$ cat config.mk
export PLATFORM = sky130hd
export DESIGN_NAME = dip_sequencer
export DESIGN_NICKNAME = d
export VERILOG_FILES = /design/src/dip_pkg.sv /design/src/dip_timer_if.sv /design/src/dip_dwell_timer.sv /design/src/dip_sequencer.sv
export SDC_FILE = /design/constraint.sdc
export NUM_CORES = 1
export LEC_CHECK = 0
export CAP_MARGIN = 20
export CORE_AREA = 2 2 140 142
export CTS_CLUSTER_DIAMETER = 50
export DETAILED_ROUTE_END_ITERATION = 6
export DIE_AREA = 0 0 142 144
export DONT_BUFFER_PORTS = 1
export PLACE_DENSITY = 0.77
export SLEW_MARGIN = 20
export SYNTH_ARGS = -nofsm -noshare
export SYNTH_HDL_FRONTEND = slang
export SYNTH_HIERARCHICAL = 1
export SYNTH_SLANG_ARGS = --single-unit
$ cat constraint.sdc
create_clock -name i_core_clk -period 6.5 [get_ports i_core_clk]
set_input_delay 0.325 -clock i_core_clk [delete_from_list [all_inputs] [get_ports i_core_clk]]
set_output_delay 0.325 -clock i_core_clk [all_outputs]
set_load 0.01 [all_outputs]
$ cat src/dip_pkg.sv
// constants, types and helpers for the dwell and interrupt sequencer
package dip_pkg;

	localparam int DATA_W       = 32;
	localparam int OP_W         = 3;
	localparam int NUM_PROG_IN  = 3;
	localparam int NUM_PROG_OUT = 3;

	// step operation codes from the stored program
	localparam logic [OP_W-1:0] OP_DWELL_STEP      = 3'h1;
	localparam logic [OP_W-1:0] OP_WAIT_INPUT_STEP = 3'h2;
	localparam logic [OP_W-1:0] OP_INTERRUPT_POS   = 3'h3;
	localparam logic [OP_W-1:0] OP_OUTPUT_ON_STEP  = 3'h4;

	// dwell unit is one millisecond
	localparam int DWELL_UNIT_NS  = 1000000;
	localparam int CORE_PERIOD_NS = 8;
	localparam int CYC_PER_MS     = DWELL_UNIT_NS / CORE_PERIOD_NS;

	localparam logic [NUM_PROG_OUT-1:0] PROG_OUT_RST = 3'h0;
	localparam logic [DATA_W-1:0]       POS_RST      = 32'h0;

	typedef enum logic [4:0] {
		ST_IDLE       = 5'h01,
		ST_DWELL_ZERO = 5'h02,
		ST_DWELL_RUN  = 5'h04,
		ST_WAIT_IN    = 5'h08,
		ST_ITP_RUN    = 5'h10
	} dip_state_t;

	// program input n (1..3) level, zero for any other n
	function automatic logic dip_sel_input(
		input logic [NUM_PROG_IN-1:0] ins,
		input logic [1:0]             n
	);
		logic r;
		r = 1'b0;
		case (n)
			2'h1: r = ins[0];
			2'h2: r = ins[1];
			2'h3: r = ins[2];
			default: r = 1'b0;
		endcase
		return r;
	endfunction : dip_sel_input

	// one-hot mask of program output n (1..3)
	function automatic logic [NUM_PROG_OUT-1:0] dip_out_mask(
		input logic [1:0] n
	);
		logic [NUM_PROG_OUT-1:0] m;
		m = 3'h0;
		case (n)
			2'h1: m = 3'h1;
			2'h2: m = 3'h2;
			2'h3: m = 3'h4;
			default: m = 3'h0;
		endcase
		return m;
	endfunction : dip_out_mask

endpackage : dip_pkg

$ cat src/dip_timer_if.sv
// handshake between the sequencer and its dwell timer
`timescale 1ns/1ps
interface dip_timer_if;
	logic                      start;
	logic [dip_pkg::DATA_W-1:0] ms;
	logic                      done;

	modport master (output start, output ms, input done);
	modport timer  (input start, input ms, output done);
endinterface : dip_timer_if

$ cat src/dip_dwell_timer.sv
// millisecond dwell timer with its own divider
`timescale 1ns/1ps
module dip_dwell_timer #(
	parameter int CYC_PER_MS = dip_pkg::CYC_PER_MS
) (
	input  wire logic  i_core_clk,
	input  wire logic  i_rst_n,
	dip_timer_if.timer tif
);
	import dip_pkg::*;

	localparam int DIV_W = (CYC_PER_MS > 1) ? $clog2(CYC_PER_MS) : 1;
	localparam logic [DIV_W-1:0] DIV_LAST = DIV_W'(CYC_PER_MS - 1);

	logic              busy;
	logic [DIV_W-1:0]  div;
	logic [DATA_W-1:0] ms_left;
	logic              done;

	assign tif.done = done;

	// one-cycle tick every millisecond while busy
	always_ff @(posedge i_core_clk or negedge i_rst_n) begin
		if (!i_rst_n) begin
			div <= '0;
		end else if (tif.start || !busy || div == DIV_LAST) begin
			div <= '0;
		end else begin
			div <= div + 1'b1;
		end
	end

	always_ff @(posedge i_core_clk or negedge i_rst_n) begin
		if (!i_rst_n) begin
			busy    <= 1'b0;
			ms_left <= '0;
			done    <= 1'b0;
		end else begin
			done <= 1'b0;
			if (tif.start) begin
				busy    <= 1'b1;
				ms_left <= tif.ms;
			end else if (busy && ms_left == '0) begin
				busy <= 1'b0;
				done <= 1'b1;
			end else if (busy && div == DIV_LAST) begin
				ms_left <= ms_left - 1'b1;
			end
		end
	end

	a_done_single: assert property (
		@(posedge i_core_clk) disable iff (!i_rst_n)
		done |=> !done)
		else $error("dwell done longer than one cycle");

	a_done_cause: assert property (
		@(posedge i_core_clk) disable iff (!i_rst_n)
		done |-> $past(busy) && $past(ms_left) == '0)
		else $error("dwell done without expired count");

endmodule : dip_dwell_timer

$ cat src/dip_sequencer.sv
// step sequencer for dwell, wait-for-input and interrupt positioning steps
`timescale 1ns/1ps
module dip_sequencer #(
	parameter int CYC_PER_MS = dip_pkg::CYC_PER_MS
) (
	input  wire logic                              i_core_clk,
	input  wire logic                              i_arst_n,
	input  wire logic                              i_step_valid,
	input  wire logic [dip_pkg::OP_W-1:0]          i_step_op,
	input  wire logic [dip_pkg::DATA_W-1:0]        i_step_arg,
	input  wire logic [dip_pkg::NUM_PROG_IN-1:0]   i_prog_in,
	input  wire logic [dip_pkg::DATA_W-1:0]        i_remaining,
	input  wire logic [dip_pkg::DATA_W-1:0]        i_travel_cmd,
	input  wire logic                              i_decel,
	input  wire logic [dip_pkg::DATA_W-1:0]        i_position,
	input  wire logic                              i_dir_neg,
	input  wire logic [dip_pkg::DATA_W-1:0]        i_brake_dist,
	output logic                                   o_step_ack,
	output logic                                   o_itp_go,
	output logic [dip_pkg::DATA_W-1:0]             o_itp_target,
	output logic                                   o_itp_short,
	output logic [dip_pkg::NUM_PROG_OUT-1:0]       o_prog_out
);
	import dip_pkg::*;

	logic                    rst_s1;
	logic                    rst_n;
	logic [NUM_PROG_IN-1:0]  in_s1;
	logic [NUM_PROG_IN-1:0]  in_s2;
	dip_state_t              state;
	logic [1:0]              in_sel;
	logic [DATA_W-1:0]       dwell_ms;
	logic [DATA_W-1:0]       cap_pos;
	logic                    tmr_start;
	logic                    take;
	logic                    itp_skip;
	logic                    in_on;

	dip_timer_if tif ();

	assign tif.start = tmr_start;
	assign tif.ms    = dwell_ms;

	dip_dwell_timer #(
		.CYC_PER_MS (CYC_PER_MS)
	) u_timer (
		.i_core_clk (i_core_clk),
		.i_rst_n    (rst_n),
		.tif        (tif)
	);

	// reset release through two flops
	always_ff @(posedge i_core_clk or negedge i_arst_n) begin
		if (!i_arst_n) begin
			rst_s1 <= 1'b0;
			rst_n  <= 1'b0;
		end else begin
			rst_s1 <= 1'b1;
			rst_n  <= rst_s1;
		end
	end

	// program inputs are pins
	always_ff @(posedge i_core_clk or negedge rst_n) begin
		if (!rst_n) begin
			in_s1 <= '0;
			in_s2 <= '0;
		end else begin
			in_s1 <= i_prog_in;
			in_s2 <= in_s1;
		end
	end

	// a new step is taken only in idle and never right after an ack
	assign take  = (state == ST_IDLE) && i_step_valid && !o_step_ack;
	assign in_on = dip_sel_input(in_s2, in_sel);

	// skip conditions for an interrupt step
	assign itp_skip = (i_step_arg < i_travel_cmd)
		|| (i_remaining <= i_step_arg)
		|| i_decel;

	always_ff @(posedge i_core_clk or negedge rst_n) begin
		if (!rst_n) begin
			state      <= ST_IDLE;
			o_step_ack <= 1'b0;
			o_itp_go   <= 1'b0;
			tmr_start  <= 1'b0;
			in_sel     <= 2'h0;
			dwell_ms   <= '0;
		end else begin
			o_step_ack <= 1'b0;
			o_itp_go   <= 1'b0;
			tmr_start  <= 1'b0;
			unique case (state)
				ST_IDLE: begin
					if (take) begin
						case (i_step_op)
							OP_DWELL_STEP: begin
								dwell_ms <= i_step_arg;
								state    <= ST_DWELL_ZERO;
							end
							OP_WAIT_INPUT_STEP: begin
								in_sel <= i_step_arg[1:0];
								state  <= ST_WAIT_IN;
							end
							OP_INTERRUPT_POS: begin
								if (itp_skip) begin
									o_step_ack <= 1'b1;
								end else begin
									o_itp_go <= 1'b1;
									state    <= ST_ITP_RUN;
								end
							end
							default: begin
								o_step_ack <= 1'b1;
							end
						endcase
					end
				end
				ST_DWELL_ZERO: begin
					if (i_remaining == '0) begin
						tmr_start <= 1'b1;
						state     <= ST_DWELL_RUN;
					end
				end
				ST_DWELL_RUN: begin
					if (tif.done) begin
						o_step_ack <= 1'b1;
						state      <= ST_IDLE;
					end
				end
				ST_WAIT_IN: begin
					if (in_on) begin
						o_step_ack <= 1'b1;
						state      <= ST_IDLE;
					end
				end
				ST_ITP_RUN: begin
					if (!o_itp_go && i_remaining == '0) begin
						o_step_ack <= 1'b1;
						state      <= ST_IDLE;
					end
				end
			endcase
		end
	end

	// position latched when the awaited input switches on
	always_ff @(posedge i_core_clk or negedge rst_n) begin
		if (!rst_n) begin
			cap_pos <= POS_RST;
		end else if (state == ST_WAIT_IN && in_on) begin
			cap_pos <= i_position;
		end
	end

	// end point is exactly the distance beyond the latched position
	always_ff @(posedge i_core_clk or negedge rst_n) begin
		if (!rst_n) begin
			o_itp_target <= POS_RST;
			o_itp_short  <= 1'b0;
		end else if (take && i_step_op == OP_INTERRUPT_POS && !itp_skip) begin
			o_itp_target <= i_dir_neg ? cap_pos - i_step_arg
				: cap_pos + i_step_arg;
			// motion generator brakes harder than the set constant
			o_itp_short  <= i_step_arg < i_brake_dist;
		end
	end

	always_ff @(posedge i_core_clk or negedge rst_n) begin
		if (!rst_n) begin
			o_prog_out <= PROG_OUT_RST;
		end else if (take && i_step_op == OP_OUTPUT_ON_STEP) begin
			o_prog_out <= o_prog_out
				| dip_out_mask(i_step_arg[1:0]);
		end
	end

	a_dwell_zero_hold: assert property (
		@(posedge i_core_clk) disable iff (!rst_n)
		state == ST_DWELL_ZERO && i_remaining != '0
		|=> !tmr_start && !o_step_ack)
		else $error("dwell started before travel ended");

	a_dwell_ack: assert property (
		@(posedge i_core_clk) disable iff (!rst_n)
		state == ST_DWELL_RUN && tif.done
		|=> o_step_ack && state == ST_IDLE)
		else $error("dwell expiry did not advance");

	a_skip_small: assert property (
		@(posedge i_core_clk) disable iff (!rst_n)
		take && i_step_op == OP_INTERRUPT_POS && i_step_arg < i_travel_cmd
		|=> o_step_ack && !o_itp_go)
		else $error("small interrupt distance not skipped");

	a_skip_remain: assert property (
		@(posedge i_core_clk) disable iff (!rst_n)
		take && i_step_op == OP_INTERRUPT_POS && i_remaining <= i_step_arg
		|=> o_step_ack && !o_itp_go)
		else $error("interrupt step not skipped on short remaining");

	a_skip_decel: assert property (
		@(posedge i_core_clk) disable iff (!rst_n)
		take && i_step_op == OP_INTERRUPT_POS && i_decel
		|=> o_step_ack && state == ST_IDLE)
		else $error("interrupt step ran while decelerating");

	a_itp_target: assert property (
		@(posedge i_core_clk) disable iff (!rst_n)
		o_itp_go && !$past(i_dir_neg)
		|-> o_itp_target == $past(cap_pos) + $past(i_step_arg))
		else $error("interrupt target not latched position plus distance");

	a_itp_target_neg: assert property (
		@(posedge i_core_clk) disable iff (!rst_n)
		o_itp_go && $past(i_dir_neg)
		|-> o_itp_target == $past(cap_pos) - $past(i_step_arg))
		else $error("interrupt target not latched position minus distance");

	a_itp_short: assert property (
		@(posedge i_core_clk) disable iff (!rst_n)
		o_itp_go
		|-> o_itp_short == ($past(i_step_arg) < $past(i_brake_dist)))
		else $error("short braking flag wrong");

	a_wait_hold: assert property (
		@(posedge i_core_clk) disable iff (!rst_n)
		state == ST_WAIT_IN && !in_on
		|=> !o_step_ack && state == ST_WAIT_IN)
		else $error("wait step advanced without its input");

	a_ack_spacing: assert property (
		@(posedge i_core_clk) disable iff (!rst_n)
		o_step_ack |=> !o_step_ack)
		else $error("two steps acknowledged back to back");

endmodule : dip_sequencer

==> metrics list <==
* Core footprint: 19100 um2
- In the global route stage, overall resource usage came out at 32.9%.
- Detailed placement finished with a half-perimeter wire length of 25400 um.
- Placement row count: 51
* Most frequent cell after synthesis: sky130_fd_sc_hd__dfrtp_1
- In this run, the clock network consumes ~39% of the power.
* Drt initial violations: 653
- Summing over every cut layer, the via total after detailed routing is 10500.
* Switching power as a share of total power: approximately 30%
* Post-synthesis instance area: ~12000 um2
- Dividing the synthesized area by the synthesized cell count gives 8.89 um2.
- STA puts the critical path data arrival time at 4.06 ns.
- Across the run, the number of max-cap violations was 0.
- Reported net switching power: 813 uW
* Post-synth EDFFs: 0
* Setup repair after global routing missed its margin: no
- 0 antenna diodes ended up in the layout.
- Combinational share of power: 20.6%
* Startpoint of the most critical hold path: i_position[9]
- The number of nets in the synthesized netlist is roughly 1700.
- In the routed design, unresolved DRC markers number 0.
- Portion of the post-synthesis area used by sequential elements: 35.0%
* Number of buffers created by CTS: 17
* Adder-cell share of the synthesized area: 13.7%
- The die is roughly 140 um tall.
- Number of antenna violations at the first check in global routing: 0
* Data required time at the worst endpoint: 6.86 ns
- Achievable frequency: ~270 MHz
* Net total in the final layout: ~1700
* Pre-CTS worst setup slack: 2.43 ns
* Count of warnings emitted by yosys: 6
* Final cell count without fillers: 1604
- Master cell of the clock root buffer: sky130_fd_sc_hd__clkbuf_16
* Area fraction in compound gates after synthesis: 18.7%
- Post-route worst setup slack: roughly 2.8 ns
- Crit start category: input pin
- Most instantiated cells after synthesis: 168 x sky130_fd_sc_hd__dfrtp_1, 131 x sky130_fd_sc_hd__ha_1, 125 x sky130_fd_sc_hd__nand2_1
- #FFs+latches synth: 169
- Once the clock tree was built, the resizer swapped 0 gates to a different size.
* Length of the first detailed-routing pass in iterations: 6
- Area growth from synthesis to layout: 6.92%
- Ys flop type: sky130_fd_sc_hd__dfrtp_1
* Portion of netlist area occupied by mux cells: 3.61%
- During placement, the flow inserted port buffers numbering 0.
- Count of pins over their slew limit: 0
* End-of-flow core utilization: between 60% and 70%
- Insertion delay of the later-clocked pin in the worst-skew pair: around 0.44 ns
- Fraction of layout cells with a size suffix above 1: 7.47%
- The share of total power dissipated in sequential elements is approximately 41%.
- Across the routed clock network, the largest skew measured is 0.0153 ns.
- Fill cells in the final layout number 1517.
* Effective utilization at floorplan: 63.4%
- Power spread over the standard cell area amounts to 212 nW/um2.
- Reg clk slew, reported paths: 0.07 ns
* Final setup violation count: 0
- Of the total synthesized cell area, the portion taken by XOR and XNOR cells is 4.85%.
- After synthesis, the cell types taking the most area are sky130_fd_sc_hd__dfrtp_1 35%, sky130_fd_sc_hd__ha_1 14%, sky130_fd_sc_hd__o21ai_0 3.9%, sky130_fd_sc_hd__nand2_1 3.9%, sky130_fd_sc_hd__xnor2_1 3.6%.
* Hold violation count in the final report: 0
- Number of routed nets with antenna violations: 0
- TritonCTS built the clock tree.
* Slew margin rel.: 23.8%
- At the end of routability-driven placement, the weighted congestion stood at 1.04.
* Hold Crit Class: input pin to flop
* Cell type contributing the most total cell area after synthesis: sky130_fd_sc_hd__dfrtp_1
- Kind of critical path: input pin to flop
* Type of element capturing the critical path: flop
- Tracing the worst setup path back leads to its startpoint at i_step_arg[6].
* Leak: 0.00586 uW
- The die is 142 um wide.
- Run status: completed
* Overflow after GRT: 0
- For the pin with the worst max-slew slack, the measured transition is 1.13 ns.
- The first global-routing pass estimated 52500 um of wire.
- Die Outline Area: 20400 um2
* Distinct cells, synth: between 80 and 90
- H-tree depth: 4
- The final layout contains routed wiring with a total length of 33200 um.
* Dominant combinational cell family by area after synthesis: simple AND/OR/NAND/NOR gates
- Sink count of the clock tree: 169
- After technology mapping, the gate count stands at about 1400.
- Final min period: 3.69 ns
- In this run the critical register-to-register path is launched from cap_pos[0]$_DFFE_PN0P_.
- Worst IR drop on VDD: 0.204 mV
- Minimum hold slack: 0.0341 ns
- The worst path uses between 50 and 60% of the clock period.
- Summed over all failing endpoints, the final setup total negative slack is 0 ns.
- In the final routed layout, each cell accounts on average for 20.7 um.
- Placed cell count: 1566
- Top-area cell type share of the netlist area: 34.8%
* Via count of the first global-routing pass: 10100
- In this run the deepest clock path goes through 2 buffers.
- Power Internal: 1920 uW
- Entering global routing, the biggest net connects 71 pins.
* Area fraction in and, or, nand and nor cells after synthesis: 19.0%
- Max Fanout on Critical Path: 7
* Total I/O pin count: 209
* Via density per instance: about 6.6
* Share of flip-flops with an asynchronous set or reset after synthesis: between 90% and 100%
==> final timing paths <==
path / to / slack [ns] / depth (start not counted)
max: o_itp_target[31]$_DFFE_PN0P_ / 2.81 / 13
min: cap_pos[9]$_DFFE_PN0P_ / 0.03 / 1
max reg2reg: o_itp_target[24]$_DFFE_PN0P_ / 3.19 / 12
min reg2reg: rst_n$_DFF_PN0_ / 0.34 / 0
max in group asynchronous: o_itp_target[31]$_DFFE_PN0P_ / 4.80 / 1
min in group asynchronous: rst_n$_DFF_PN0_ / 0.12 / 1
==> metrics by stage <==
stage | cell area (um2) | power [uW]
2_1_floorplan | 12100 | 1540
3_3_place_gp | 12300 | 1650
3_5_place_dp | 12300 | 1670
4_1_cts | 12900 | 2730
5_1_grt | 12900 | 2850
6_report | 12900 | 2740
==> critical path: stages <==
cell and delay, ns:
sky130_fd_sc_hd__or4_1 0.58, sky130_fd_sc_hd__nor3b_2 0.46, sky130_fd_sc_hd__a41oi_1 0.20, sky130_fd_sc_hd__xnor2_1 0.17, sky130_fd_sc_hd__ha_1 0.41, sky130_fd_sc_hd__nand4_1 0.23
sky130_fd_sc_hd__nor3_1 0.32, sky130_fd_sc_hd__nand3_1 0.12, sky130_fd_sc_hd__a21o_1 0.20, sky130_fd_sc_hd__a211oi_1 0.37, sky130_fd_sc_hd__o21ai_0 0.19, sky130_fd_sc_hd__a2111o_1 0.40
sky130_fd_sc_hd__o211ai_2 0.08
==> cell usage in the layout (no fill, tap or decap), types with 5 or more instances in the layout <==
cell / synthesis / final
sky130_fd_sc_hd__dfrtp_1: 168 / 167
sky130_fd_sc_hd__ha_1: 131 / 131
sky130_fd_sc_hd__nand2_1: 125 / 125
sky130_fd_sc_hd__inv_1: 115 / 115
sky130_fd_sc_hd__nor2_1: 109 / 109
sky130_fd_sc_hd__o21ai_0: 95 / 95
sky130_fd_sc_hd__a21oi_1: 80 / 80
sky130_fd_sc_hd__xnor2_1: 50 / 50
sky130_fd_sc_hd__mux2_2: 37 / 37
sky130_fd_sc_hd__nand3_1: 33 / 33
sky130_fd_sc_hd__nor3_1: 28 / 28
sky130_fd_sc_hd__nor4_1: 27 / 27
sky130_fd_sc_hd__nand4_1: 24 / 24
sky130_fd_sc_hd__a21o_1: 24 / 24
sky130_fd_sc_hd__a31oi_1: 22 / 22
sky130_fd_sc_hd__a211oi_1: 18 / 18
sky130_fd_sc_hd__xor2_1: 17 / 17
sky130_fd_sc_hd__clkbuf_16: 0 / 17
sky130_fd_sc_hd__or4_1: 15 / 15
sky130_fd_sc_hd__a311oi_1: 14 / 14
sky130_fd_sc_hd__and4_1: 13 / 13
sky130_fd_sc_hd__or3_1: 13 / 12
sky130_fd_sc_hd__o211ai_1: 11 / 11
sky130_fd_sc_hd__o21a_1: 10 / 10
sky130_fd_sc_hd__o31ai_1: 10 / 10
sky130_fd_sc_hd__nor2b_1: 9 / 9
sky130_fd_sc_hd__and3_1: 8 / 8
sky130_fd_sc_hd__nand3b_1: 8 / 8
sky130_fd_sc_hd__nand2b_1: 7 / 7
sky130_fd_sc_hd__a41oi_1: 6 / 6
sky130_fd_sc_hd__dlygate4sd3_1: 0 / 6
sky130_fd_sc_hd__buf_4: 0 / 6
sky130_fd_sc_hd__nor3b_1: 5 / 5
sky130_fd_sc_hd__or2_2: 5 / 5
==> power by group through the flow <==
stage,Clock (uW),Combinational (uW),Sequential (uW)
5_1_grt,1110,627,1110
3_5_place_dp,0,538,1130
2_1_floorplan,0,412,1130
3_3_place_gp,0,527,1130
4_1_cts,1070,550,1110
6_report,1060,564,1110
==> repair_timing <==
item,CTS,global route
hold buffers,6,0
buffers inserted,0,0
endpoints found under the hold margin,6,0
==> per-layer routing <==
| metal | up-vias | track usage (%) | share of wire, % |
|---|---|---|---|
| li1 | 4961 | - | - |
| met1 | 5004 | 43.1 | 41 |
| met2 | 468 | 52.5 | 46 |
| met3 | 83 | 8.94 | 8.7 |
| met4 | 0 | 12.6 | 4.0 |
| met5 | - | 0 | 0 |
==> sequential cells by signal, indices dropped and copies added (netlist names), 2 cells and up <==
register and count:
in_s1 3, o_prog_out 3, u_timer/div 17, in_sel 2
state 5, u_timer/ms_left 32, dwell_ms 32, o_itp_target 32
in_s2 3, cap_pos 32
==> cells by family after synthesis <==
group / count (synthesis)
AO/OA/AOI/OAI: 346
other: 1
XOR/XNOR: 67
multiplexers: 39
AND/OR/NAND/NOR: 451
buffers and inverters: 156
flip-flops: 169
adder cells (fa/ha/maj): 132
==> cell type report <==
cell class | instances | area [um2] | share of cell area [%]
clock buffer | 19 | 433 | 3.35
clock inverter | 13 | 169 | 1.31
inverter | 117 | 439 | 3.40
multi-input combinational | 1036 | 7250 | 56.1
sequential | 169 | 4230 | 32.7
tap | 238 | 298 | 2.30
timing repair buffer | 12 | 105 | 0.813
(Power assumes the default switching activity.)
